File: config.mk
export PLATFORM = sky130hd
export DESIGN_NAME = auto_baud_detect
export DESIGN_NICKNAME = d
export VERILOG_FILES = /design/src/autobaud_pkg.sv /design/src/auto_baud_detect.sv /design/src/autobaud_tick_div.sv
export VERILOG_INCLUDE_DIRS = /design/src /design/src/src
export SDC_FILE = /design/constraint.sdc
export NUM_CORES = 1
export LEC_CHECK = 0
export BUFFER_PORTS_ARGS = -buffer_cell sky130_fd_sc_hd__buf_2
export CORE_MARGIN = 1.5
export CORE_UTILIZATION = 55
export CTS_CLUSTER_SIZE = 30
export DETAILED_ROUTE_END_ITERATION = 10
export GPL_ROUTABILITY_DRIVEN = 0
export GPL_TIMING_DRIVEN = 0
export PLACE_DENSITY_LB_ADDON = 0.3
export SYNTH_ARGS = -nofsm -noshare
export SYNTH_HDL_FRONTEND = slang
export SYNTH_HIERARCHICAL = 1
export SYNTH_SLANG_ARGS = --single-unit
File: constraint.sdc
create_clock -name sys_clk -period 4.2 [get_ports sys_clk]
set_clock_uncertainty 0.05 [all_clocks]
set_input_delay 0.63 -clock sys_clk [delete_from_list [all_inputs] [get_ports sys_clk]]
set_output_delay 0.63 -clock sys_clk [all_outputs]
set_load 0.005 [all_outputs]
File: src/autobaud_defines.svh
// Purpose: Constants for the auto-baud measurement unit
// Assumes: 100 MHz system clock is the oscillator
// Notes:   Dividers are in system clock cycles; counts are in auto-baud ticks
`ifndef AUTOBAUD_DEFINES_SVH
`define AUTOBAUD_DEFINES_SVH
// =====================================================================
// Auto-baud clock dividers
`define ABD_DIV_FAST      10'd32
`define ABD_DIV_MID       10'd128
`define ABD_DIV_SLOW      10'd512
// =====================================================================
// Counter and edge figures
`define ABD_COUNT_START   16'h0001
`define ABD_EDGES_TOTAL   3'd5
`define ABD_DIVISOR_RESET 16'h0000
`endif

File: src/autobaud_pkg.sv
// Purpose: Types for the auto-baud measurement unit
// Assumes: Nothing
// Notes:   Constants live in autobaud_defines.svh
package autobaud_pkg;
    typedef enum logic [1:0] {
        ABD_IDLE,
        ABD_WAIT_START,
        ABD_WAIT_FIRST,
        ABD_MEASURE
    } abd_state_t;
    typedef enum logic [1:0] {
        WAKE_OFF,
        WAKE_WAIT_FALL,
        WAKE_WAIT_RISE
    } wake_state_t;
endpackage

File: src/auto_baud_detect.sv
// Purpose: Auto-baud measurement of a received sync character
// Assumes: Receive line is asynchronous; controls come from same clock
// Notes:   Enable and overflow flag are held here, set/clear by pulses
`timescale 1ns/1ps
`default_nettype none
`include "autobaud_defines.svh"
module auto_baud_detect
    import autobaud_pkg::*;
(
    input  wire logic        sys_clk,
    input  wire logic        arst_n,
    input  wire logic        receive_line,
    input  wire logic        autobaud_enable_set,
    input  wire logic        autobaud_enable_clear,
    input  wire logic        overflow_clear,
    input  wire logic        wake_on_break_enable,
    input  wire logic        wide_divisor_select,
    input  wire logic        high_speed_select,
    input  wire logic        receive_data_read,
    input  wire logic        divisor_low_write,
    input  wire logic        divisor_high_write,
    input  wire logic [7:0]  divisor_wdata,
    output logic             autobaud_enable,
    output logic             autobaud_overflow_flag,
    output logic             receive_flag,
    output logic             receiver_hold_idle,
    output logic [7:0]       divisor_low,
    output logic [7:0]       divisor_high
);
    // =================================================================
    // Receive line synchroniser and edge detect
    logic       rx_meta_reg;
    logic       rx_sync_reg;
    logic       rx_prev_reg;
    always_ff @(posedge sys_clk or negedge arst_n) begin
        if (!arst_n) begin
            rx_meta_reg <= 1'b1;
            rx_sync_reg <= 1'b1;
            rx_prev_reg <= 1'b1;
        end else begin
            rx_meta_reg <= receive_line;
            rx_sync_reg <= rx_meta_reg;
            rx_prev_reg <= rx_sync_reg;
        end
    end

    // =================================================================
    // Single-cycle line edges
    wire rx_rise = rx_sync_reg & ~rx_prev_reg;
    wire rx_fall = ~rx_sync_reg & rx_prev_reg;

    // =================================================================
    // Wake-on-break gating
    wake_state_t wake_reg;
    wake_state_t wake_next;
    always_comb begin
        wake_next = wake_reg;
        case (wake_reg)
            WAKE_OFF: begin
                if (autobaud_enable_set && wake_on_break_enable)
                    wake_next = WAKE_WAIT_FALL;
            end
            WAKE_WAIT_FALL: begin
                if (!autobaud_enable) wake_next = WAKE_OFF;
                else if (rx_fall) wake_next = WAKE_WAIT_RISE;
            end
            WAKE_WAIT_RISE: begin
                if (!autobaud_enable || rx_rise) wake_next = WAKE_OFF;
            end
            default: wake_next = WAKE_OFF;
        endcase
    end
    wire wake_busy = (wake_reg != WAKE_OFF);

    // =================================================================
    // Auto-baud tick
    abd_state_t state_reg;
    abd_state_t state_next;
    wire        abd_tick;
    // Gated by enable so an abort stops counting and completion at once
    wire        measuring = (state_reg == ABD_MEASURE) &&
                            autobaud_enable;
    autobaud_tick_div u_div (
        .sys_clk             (sys_clk),
        .arst_n              (arst_n),
        .clear               (~measuring),
        .wide_divisor_select (wide_divisor_select),
        .high_speed_select   (high_speed_select),
        .tick                (abd_tick)
    );

    // =================================================================
    // Measurement sequence
    logic [2:0]  edges_reg;
    logic [15:0] count_reg;
    wire  done = measuring && rx_rise &&
                 (edges_reg == `ABD_EDGES_TOTAL - 3'd1);
    always_comb begin
        state_next = state_reg;
        case (state_reg)
            ABD_IDLE: begin
                if (autobaud_enable_set) state_next = ABD_WAIT_START;
            end
            ABD_WAIT_START: begin
                if (!autobaud_enable) state_next = ABD_IDLE;
                else if (!wake_busy && rx_fall) state_next = ABD_WAIT_FIRST;
            end
            ABD_WAIT_FIRST: begin
                if (!autobaud_enable) state_next = ABD_IDLE;
                else if (rx_rise) state_next = ABD_MEASURE;
            end
            ABD_MEASURE: begin
                if (!autobaud_enable || done) state_next = ABD_IDLE;
            end
            default: state_next = ABD_IDLE;
        endcase
    end
    wire start_count = (state_reg == ABD_WAIT_FIRST) && rx_rise &&
                       autobaud_enable;
    wire        count_step = measuring && abd_tick;
    wire        wrap       = count_step && (count_reg == 16'hffff);
    wire [15:0] count_next =
        start_count ? `ABD_COUNT_START :
        count_step  ? count_reg + 16'h0001 :
                      count_reg;
    wire [2:0] edges_next =
        start_count            ? 3'd1 :
        (measuring && rx_rise) ? edges_reg + 3'd1 : edges_reg;

    // =================================================================
    // Flags
    wire en_next  = autobaud_enable_set ? 1'b1 :
                    (done || autobaud_enable_clear) ? 1'b0 :
                    autobaud_enable;
    wire ovf_next = wrap ? 1'b1 :
                    (overflow_clear && !autobaud_enable) ? 1'b0 :
                    autobaud_overflow_flag;
    wire rcv_next = done ? 1'b1 :
                    receive_data_read ? 1'b0 : receive_flag;
    wire busy_next = (state_next != ABD_IDLE) || en_next;

    // =================================================================
    // Divisor byte writes, refused while calibration owns the counter
    wire        wr_low_ok  = !autobaud_enable && divisor_low_write;
    wire        wr_high_ok = !autobaud_enable && divisor_high_write &&
                             !divisor_low_write;
    wire [15:0] count_load =
        wr_low_ok  ? {count_reg[15:8], divisor_wdata} :
        wr_high_ok ? {divisor_wdata, count_reg[7:0]} : count_next;

    // =================================================================
    // Sequence state
    always_ff @(posedge sys_clk or negedge arst_n) begin
        if (!arst_n) begin
            state_reg <= ABD_IDLE;
            wake_reg  <= WAKE_OFF;
        end else begin
            state_reg <= state_next;
            wake_reg  <= wake_next;
        end
    end

    // =================================================================
    // Edge count and divisor pair
    always_ff @(posedge sys_clk or negedge arst_n) begin
        if (!arst_n) begin
            edges_reg <= 3'd0;
            count_reg <= `ABD_DIVISOR_RESET;
        end else begin
            edges_reg <= edges_next;
            count_reg <= count_load;
        end
    end

    // =================================================================
    // Enable and overflow flags
    always_ff @(posedge sys_clk or negedge arst_n) begin
        if (!arst_n) begin
            autobaud_enable        <= 1'b0;
            autobaud_overflow_flag <= 1'b0;
        end else begin
            autobaud_enable        <= en_next;
            autobaud_overflow_flag <= ovf_next;
        end
    end

    // =================================================================
    // Receive flag and receiver hold
    always_ff @(posedge sys_clk or negedge arst_n) begin
        if (!arst_n) begin
            receive_flag       <= 1'b0;
            receiver_hold_idle <= 1'b0;
        end else begin
            receive_flag       <= rcv_next;
            receiver_hold_idle <= busy_next;
        end
    end

    // =================================================================
    // Divisor byte outputs
    assign divisor_low  = count_reg[7:0];
    assign divisor_high = count_reg[15:8];
endmodule // auto_baud_detect
`default_nettype wire

File: src/autobaud_tick_div.sv
// Purpose: Auto-baud clock enable generator
// Assumes: Single system clock
// Notes:   Divider restarts while clear is high
`timescale 1ns/1ps
`default_nettype none
`include "autobaud_defines.svh"
module autobaud_tick_div (
    input  wire logic sys_clk,
    input  wire logic arst_n,
    input  wire logic clear,
    input  wire logic wide_divisor_select,
    input  wire logic high_speed_select,
    output logic      tick
);
    // =================================================================
    // Divide ratio select
    logic [9:0] cnt_reg;
    logic [9:0] cnt_next;
    wire  [9:0] ratio;
    wire        both_set = wide_divisor_select & high_speed_select;
    wire        one_set  = wide_divisor_select ^ high_speed_select;
    assign ratio = both_set ? `ABD_DIV_FAST :
                   one_set  ? `ABD_DIV_MID  : `ABD_DIV_SLOW;
    wire        wrap = (cnt_reg == ratio - 10'd1);
    assign cnt_next = (clear | wrap) ? 10'd0 : cnt_reg + 10'd1;
    // =================================================================
    // Counter
    always_ff @(posedge sys_clk or negedge arst_n) begin
        if (!arst_n) begin
            cnt_reg <= 10'd0;
            tick    <= 1'b0;
        end else begin
            cnt_reg <= cnt_next;
            tick    <= wrap & ~clear;
        end
    end
endmodule // autobaud_tick_div
`default_nettype wire

==> results.sh, run 1 <==
export IMPL_postRouteAntennaNets=0
export IMPL_post_drt_wl_per_cell_um=14.7
export IMPL_coreArea_sq_um=3770
export IMPL_path_clk_slew_ns=0.08
export IMPL_clock_sinks=41
export IMPL_grtUsageTotal=0.239
export IMPL_cts_buffers=5
export IMPL_grt_pass1_vias=1752
export IMPL_seqCellArea_sq_um=1030
export IMPL_row_count=22
export IMPL_cts_buffer_depth=2
export IMPL_start_util=0.593
export IMPL_switching_share=0.291
export IMPL_final_nets=311
export IMPL_yosysSeqAreaShare=0.461
export IMPL_cp_data_arrival_time_ns=2.27
export IMPL_num_antenna_cells=0
export IMPL_synthCells=241
export IMPL_cp_data_required_time_ns=4.36
export IMPL_area_growth_pct=17.4
export IMPL_tightest_slew_ns=0.902
export IMPL_largest_register_ffs=16
export IMPL_path_class="flop to flop"
export IMPL_routed_wl_mm=4.93
export IMPL_slew_viol_final=0
export IMPL_cts_hold_buffers=0
export IMPL_mostFrequentLayoutCells="buf_2 (42), dfrtp_1 (38), nor2_1 (25)"
export IMPL_htree_levels=2
export IMPL_grt_ovfl_total=0
export IMPL_syn_num_nets=265
export IMPL_initialDrtViolationCount=226
export IMPL_status="completed"
export IMPL_ys_flop_type="dfrtp_1"
export IMPL_netlist_area_sq_um=2240
export IMPL_p_sw_uw=323
export IMPL_setup_violations=0
export IMPL_die_y_um=66.8
export IMPL_antenna_found_initial=0
export IMPL_place_inst=328
export IMPL_tns_ns=0
export IMPL_total_leakage_power_uw=0.00114
export IMPL_power_density_nw_per_um2=423
export IMPL_viasPerCell=5.91
export IMPL_seqPwrFrac=0.456
export IMPL_ys_types=51
export IMPL_grt_pass1_wl_mm=8.02
export IMPL_power_frac_clock=0.339
export IMPL_port_buffers=39
export IMPL_synth_edf_count=0
export IMPL_final_common_cell="buf_2"
export IMPL_r2r_setup_slack_ns=2.10
export IMPL_end_kind="flop"
export IMPL_timing_fmax_mhz=475
export IMPL_finalHoldViolations=0
export IMPL_clock_latency_ns=0.29
export IMPL_pre_cts_ws_ns=2.06
export IMPL_drive_gt1_frac=0.215
export IMPL_place_detailed_hpwl_mm=3.50
export IMPL_worst_hold_path_type="flop to flop"
export IMPL_num_fill_cells=317
export IMPL_multi_input_area_sq_um=1130
export IMPL_start_kind="flop"
export IMPL_timing_final_ws_setup_ns=2.10
export IMPL_maxCapViolations=0
export IMPL_grt_start_max_net_pins=42
export IMPL_cts_resized=0
export IMPL_ys_ff_latch=41
export IMPL_crit_fanout=7
export IMPL_period_minus_slack_ns=2.10
export IMPL_grt_setup_unrepaired="false"
export IMPL_yosysWarnings=6
export IMPL_pwr_share_comb=0.205
export IMPL_ios=40
export IMPL_drtPass1Iterations=4
export IMPL_die_area_sq_um=4460
export IMPL_final_cells=336
export IMPL_synthArstFlopShare=1.00
export IMPL_p_int_uw=786
export IMPL_drc=0
export IMPL_post_cts_buffers=0
export IMPL_root_buffer="clkbuf_8"
export IMPL_slew_headroom=0.399
export IMPL_irDropWorstVdd_mv=0.292
export IMPL_synth_area_per_cell_sq_um=9.28
export IMPL_via_count=1985
export IMPL_post_route_period_util=0.501
export IMPL_die_x_um=66.8
export IMPL_cts_tree="done"
## area by class of cell
class / count / area share
clock inverters: 3 / 0.0248
multi-input cells: 182 / 0.431
flip-flops and latches: 41 / 0.392
well taps: 48 / 0.0229
inverters: 10 / 0.0143
clock buffers: 5 / 0.0262
plain buffers: 8 / 0.0143
repair buffers: 39 / 0.0744
## layer usage
layer	global-route usage	vias to the layer above	wire, um
met5	0	-	0
met1	0.311	964	2170
li1	-	959	-
met3	0.0473	5	258
met4	0.0561	0	38
met2	0.409	57	2460
## power by group through the flow
stage / Sequential, uW / Combinational, uW / Clock, uW
floorplan: 502 / 142 / 0
global placement: 508 / 219 / 0
detailed placement: 510 / 225 / 0
CTS: 504 / 229 / 380
global route: 513 / 257 / 399
finish: 505 / 228 / 376
## synthesized netlist by cell type, types with 2 or more instances
library cell	n	area (sq um)
a21o_1	3	22.5
a21oi_1	14	70.1
a221oi_1	2	17.5
a22o_1	2	17.5
a31oi_1	4	25.0
and2_1	2	12.5
and3_1	4	25.0
buf_2	3	15.0
clkbuf_1	4	15.0
dfrtp_1	38	951
dfstp_2	3	78.8
ha_1	4	50.1
inv_1	10	37.5
mux2i_1	3	30.0
nand2_1	23	86.3
nand2b_1	4	25.0
nand3_1	14	70.1
nand4_1	8	50.1
nand4b_1	2	17.5
nor2_1	25	93.8
nor2b_1	3	18.8
nor3_1	6	30.0
nor4_1	3	18.8
o211ai_1	4	30.0
o21ai_0	14	70.1
or3_1	4	25.0
or3b_1	2	17.5
xnor2_1	6	52.6
xor2_1	5	43.8
## stage by stage
stage | instance area, sq um | util | power (uW) | hold slack [ns]
floorplan | 2240 | - | 644 | 0.284
global placement | 2490 | 0.661 | 727 | 0.296
detailed placement | 2490 | 0.661 | 735 | 0.300
CTS | 2630 | 0.696 | 1110 | 0.311
global route | 2630 | 0.696 | 1170 | 0.316
finish | 2630 | 0.696 | 1110 | 0.309
## final timing paths
kind                                       to         start  cells after the start
min in group asynchronous       count_reg[13]        arst_n                      1
max in group asynchronous         wake_reg[1]        arst_n                      1
worst min-delay path              rx_sync_reg   rx_meta_reg                      0
worst min register to register    rx_sync_reg   rx_meta_reg                      0
worst max register to register  count_reg[12]  count_reg[0]                      6
worst max-delay path            count_reg[12]  count_reg[0]                      6
## logic make-up after synthesis
kind of cell,synth area share
simple gates,0.269
mux,0.0134
buf+inv,0.0336
xor+xnor,0.0431
compound gates,0.158
flops,0.461
fa+ha+maj,0.0224
## critical path, stage by stage, from the launching register on
cell	delay [ns]
dfrtp_1	0.47
ha_1	0.22
nand3_1	0.20
nor4_1	0.62
nand2_1	0.14
xor2_1	0.16
o21ai_0	0.16
Power figures use the tool's default switching activity.
==> run 2: changes to the inputs <==
--- a/config.mk
+++ b/config.mk
@@ -6,6 +6,7 @@
 export SDC_FILE = /design/constraint.sdc
 export NUM_CORES = 1
 export LEC_CHECK = 0
+export ABC_AREA = 1
 export BUFFER_PORTS_ARGS = -buffer_cell sky130_fd_sc_hd__buf_2
 export CORE_MARGIN = 1.5
 export CORE_UTILIZATION = 55
==> constraint.sdc (replaced) <==
create_clock -name sys_clk -period 2.1 [get_ports sys_clk]
set_clock_uncertainty 0.05 [all_clocks]
set_input_delay 0.315 -clock sys_clk [delete_from_list [all_inputs] [get_ports sys_clk]]
set_output_delay 0.315 -clock sys_clk [all_outputs]
set_load 0.005 [all_outputs]
==> results.sh, run 2 <==
export IMPL_path_class="flop to flop"
export IMPL_grt_setup_unrepaired="false"
export IMPL_drtPass1Iterations=4
export IMPL_total_leakage_power_uw=0.00150
export IMPL_via_count=2236
export IMPL_root_buffer="clkbuf_8"
export IMPL_slew_headroom=0.396
export IMPL_synthCells=337
export IMPL_cp_data_required_time_ns=2.24
export IMPL_ys_flop_type="dfrtp_1"
export IMPL_grt_start_max_net_pins=42
export IMPL_cts_resized=0
export IMPL_post_cts_buffers=0
export IMPL_num_fill_cells=407
export IMPL_ys_ff_latch=41
export IMPL_finalHoldViolations=0
export IMPL_tightest_slew_ns=0.905
export IMPL_cts_buffer_depth=2
export IMPL_cp_data_arrival_time_ns=1.88
export IMPL_status="completed"
export IMPL_power_density_nw_per_um2=969
export IMPL_die_x_um=69.7
export IMPL_multi_input_area_sq_um=1180
export IMPL_synth_top_cells_by_area="dfrtp_1 (39%), nand2_1 (14%), inv_1 (8.1%)"
export IMPL_final_common_cell="nand2_1"
export IMPL_netlist_area_sq_um=2440
export IMPL_path_clk_slew_ns=0.08
export IMPL_end_kind="flop"
export IMPL_synth_area_per_cell_sq_um=7.25
export IMPL_drc=0
export IMPL_grt_pass1_vias=2198
export IMPL_final_nets=407
export IMPL_final_util=0.651
export IMPL_synth_most_common_cell="nand2_1"
export IMPL_grt_ovfl_total=0
export IMPL_cts_tree="done"
export IMPL_htree_levels=2
export IMPL_syn_num_nets=361
export IMPL_timing_fmax_mhz=575
export IMPL_clock_latency_ns=0.30
export IMPL_port_buffers=39
export IMPL_tns_ns=0
export IMPL_coreArea_sq_um=4320
export IMPL_worst_hold_path_type="primary input to flop"
export IMPL_routed_wl_mm=5.20
export IMPL_synthArstFlopShare=1.00
export IMPL_post_route_period_util=0.828
export IMPL_grt_pass1_wl_mm=9.09
export IMPL_die_y_um=69.7
export IMPL_postRouteAntennaNets=0
export IMPL_irDropWorstVdd_mv=0.802
export IMPL_setup_violations=0
export IMPL_crit_fanout=7
export IMPL_grtUsageTotal=0.230
export IMPL_yosysSeqAreaShare=0.421
export IMPL_drive_gt1_frac=0.188
export IMPL_pre_cts_ws_ns=0.425
export IMPL_ios=40
export IMPL_cts_hold_buffers=0
export IMPL_synth_edf_count=0
export IMPL_initialDrtViolationCount=164
export IMPL_place_detailed_hpwl_mm=3.93
export IMPL_row_count=24
export IMPL_largest_register_ffs=16
export IMPL_seqCellArea_sq_um=1030
export IMPL_maxCapViolations=0
export IMPL_slew_viol_final=0
export IMPL_placed_area_sq_um=2710
export IMPL_period_minus_slack_ns=1.74
export IMPL_cts_buffers=5
export IMPL_synth_common_cells="nand2_1 (90), inv_1 (53), nor2_1 (47), dfrtp_1 (38), nand3_1 (23)"
export IMPL_clock_sinks=41
export IMPL_ys_types=32
export IMPL_mostFrequentLayoutCells="nand2_1 (90), inv_1 (53), nor2_1 (47)"
export IMPL_start_util=0.565
export IMPL_antenna_found_initial=0
export IMPL_die_area_sq_um=4850
export IMPL_yosysTopAreaCell="dfrtp_1"
export IMPL_fin_area_sq_um=2820
export IMPL_num_antenna_cells=0
export IMPL_start_kind="flop"
export IMPL_post_drt_wl_per_cell_um=11.9
export IMPL_viasPerCell=5.13
export IMPL_yosysWarnings=6
export IMPL_timing_final_ws_setup_ns=0.361
export IMPL_area_growth_pct=15.2
export IMPL_synth_top_area_share=0.389
==> run 2: changes by cell type in the layout (fill, tap and decap cells not counted), moves of 4 or more <==
| cell | previous run | this run |
|---|---|---|
| a21oi_1 | 14 | 9 |
| nor2_1 | 25 | 47 |
| nand2_2 | 0 | 6 |
| nor2_2 | 0 | 4 |
| inv_1 | 10 | 53 |
| nand2_1 | 23 | 90 |
| nand2b_1 | 4 | 0 |
| and3_1 | 4 | 0 |
| o21ai_0 | 14 | 22 |
| nand3_1 | 14 | 23 |
| or3_1 | 4 | 0 |
==> run 2: final timing paths <==
| check | depth (start not counted) | from | slack (ns) | endpoint |
|---|---|---|---|---|
| worst min-delay path | 1 | receive_line | 0.06 | rx_meta_reg |
| max in group asynchronous | 1 | arst_n | 1.34 | count_reg[14] |
| worst max-delay path | 9 | rx_sync_reg | 0.36 | count_reg[6] |
| worst min register to register | 0 | rx_meta_reg | 0.31 | rx_sync_reg |
| min in group asynchronous | 1 | arst_n | 0.09 | wake_reg[1] |
| worst max register to register | 9 | rx_sync_reg | 0.36 | count_reg[6] |
==> run 2: report_power, final <==
part | leakage (uW) | switching, uW | internal [uW]
Combinational | 0.000928 | 493 | 379
Sequential | 0.000514 | 237 | 979
Clock | 0.0000554 | 283 | 357
==> run 2: cells by family (layout without fill, tap and decap cells) <==
| kind of cell | after synthesis | count (layout) | synth area share |
|---|---|---|---|
| AND/OR/NAND/NOR | 185 | 185 | 0.338 |
| buffers and inverters | 57 | 104 | 0.0952 |
| AO/OA/AOI/OAI | 41 | 41 | 0.0931 |
| flip-flops | 41 | 41 | 0.421 |
| XOR/XNOR | 9 | 9 | 0.0322 |
| adder cells (fa/ha/maj) | 4 | 4 | 0.0205 |
==> run 2: stage by stage <==
stage               total power (uW)  hold slack (ns)  instances
global route                    2950           0.0487        436
finish                          2730           0.0599        436
detailed placement              2100            0.299        428
global placement                2060            0.296        428
CTS                             2750           0.0527        436
floorplan                       1780          -0.0306        337
==> run 2: per-layer routing <==
metal,track usage,routed length (um),up-vias
met4,0.0940,96,0
li1,-,-,1146
met3,0.0349,200,11
met2,0.399,2470,49
met5,0,0,-
met1,0.287,2440,1030
==> run 2: area by class of cell <==
| type | count | share of cell area |
|---|---|---|
| Timing Repair Buffer | 39 | 0.0693 |
| Multi-Input combinational cell | 239 | 0.420 |
| Tap cell | 52 | 0.0231 |
| Buffer | 2 | 0.00933 |
| Inverter | 55 | 0.0733 |
| Clock inverter | 2 | 0.0138 |
| Sequential cell | 41 | 0.366 |
| Clock buffer | 6 | 0.0258 |
==> run 2: worst max-delay path: stages (launching register included) <==
cell     delay [ns]
dfstp_2        0.54
inv_1          0.05
nor2_1         0.23
nand2_2        0.19
nand3_1        0.21
inv_1          0.11
nand2_1        0.09
nand2_1        0.05
nand2_1        0.06
nand2_1        0.05
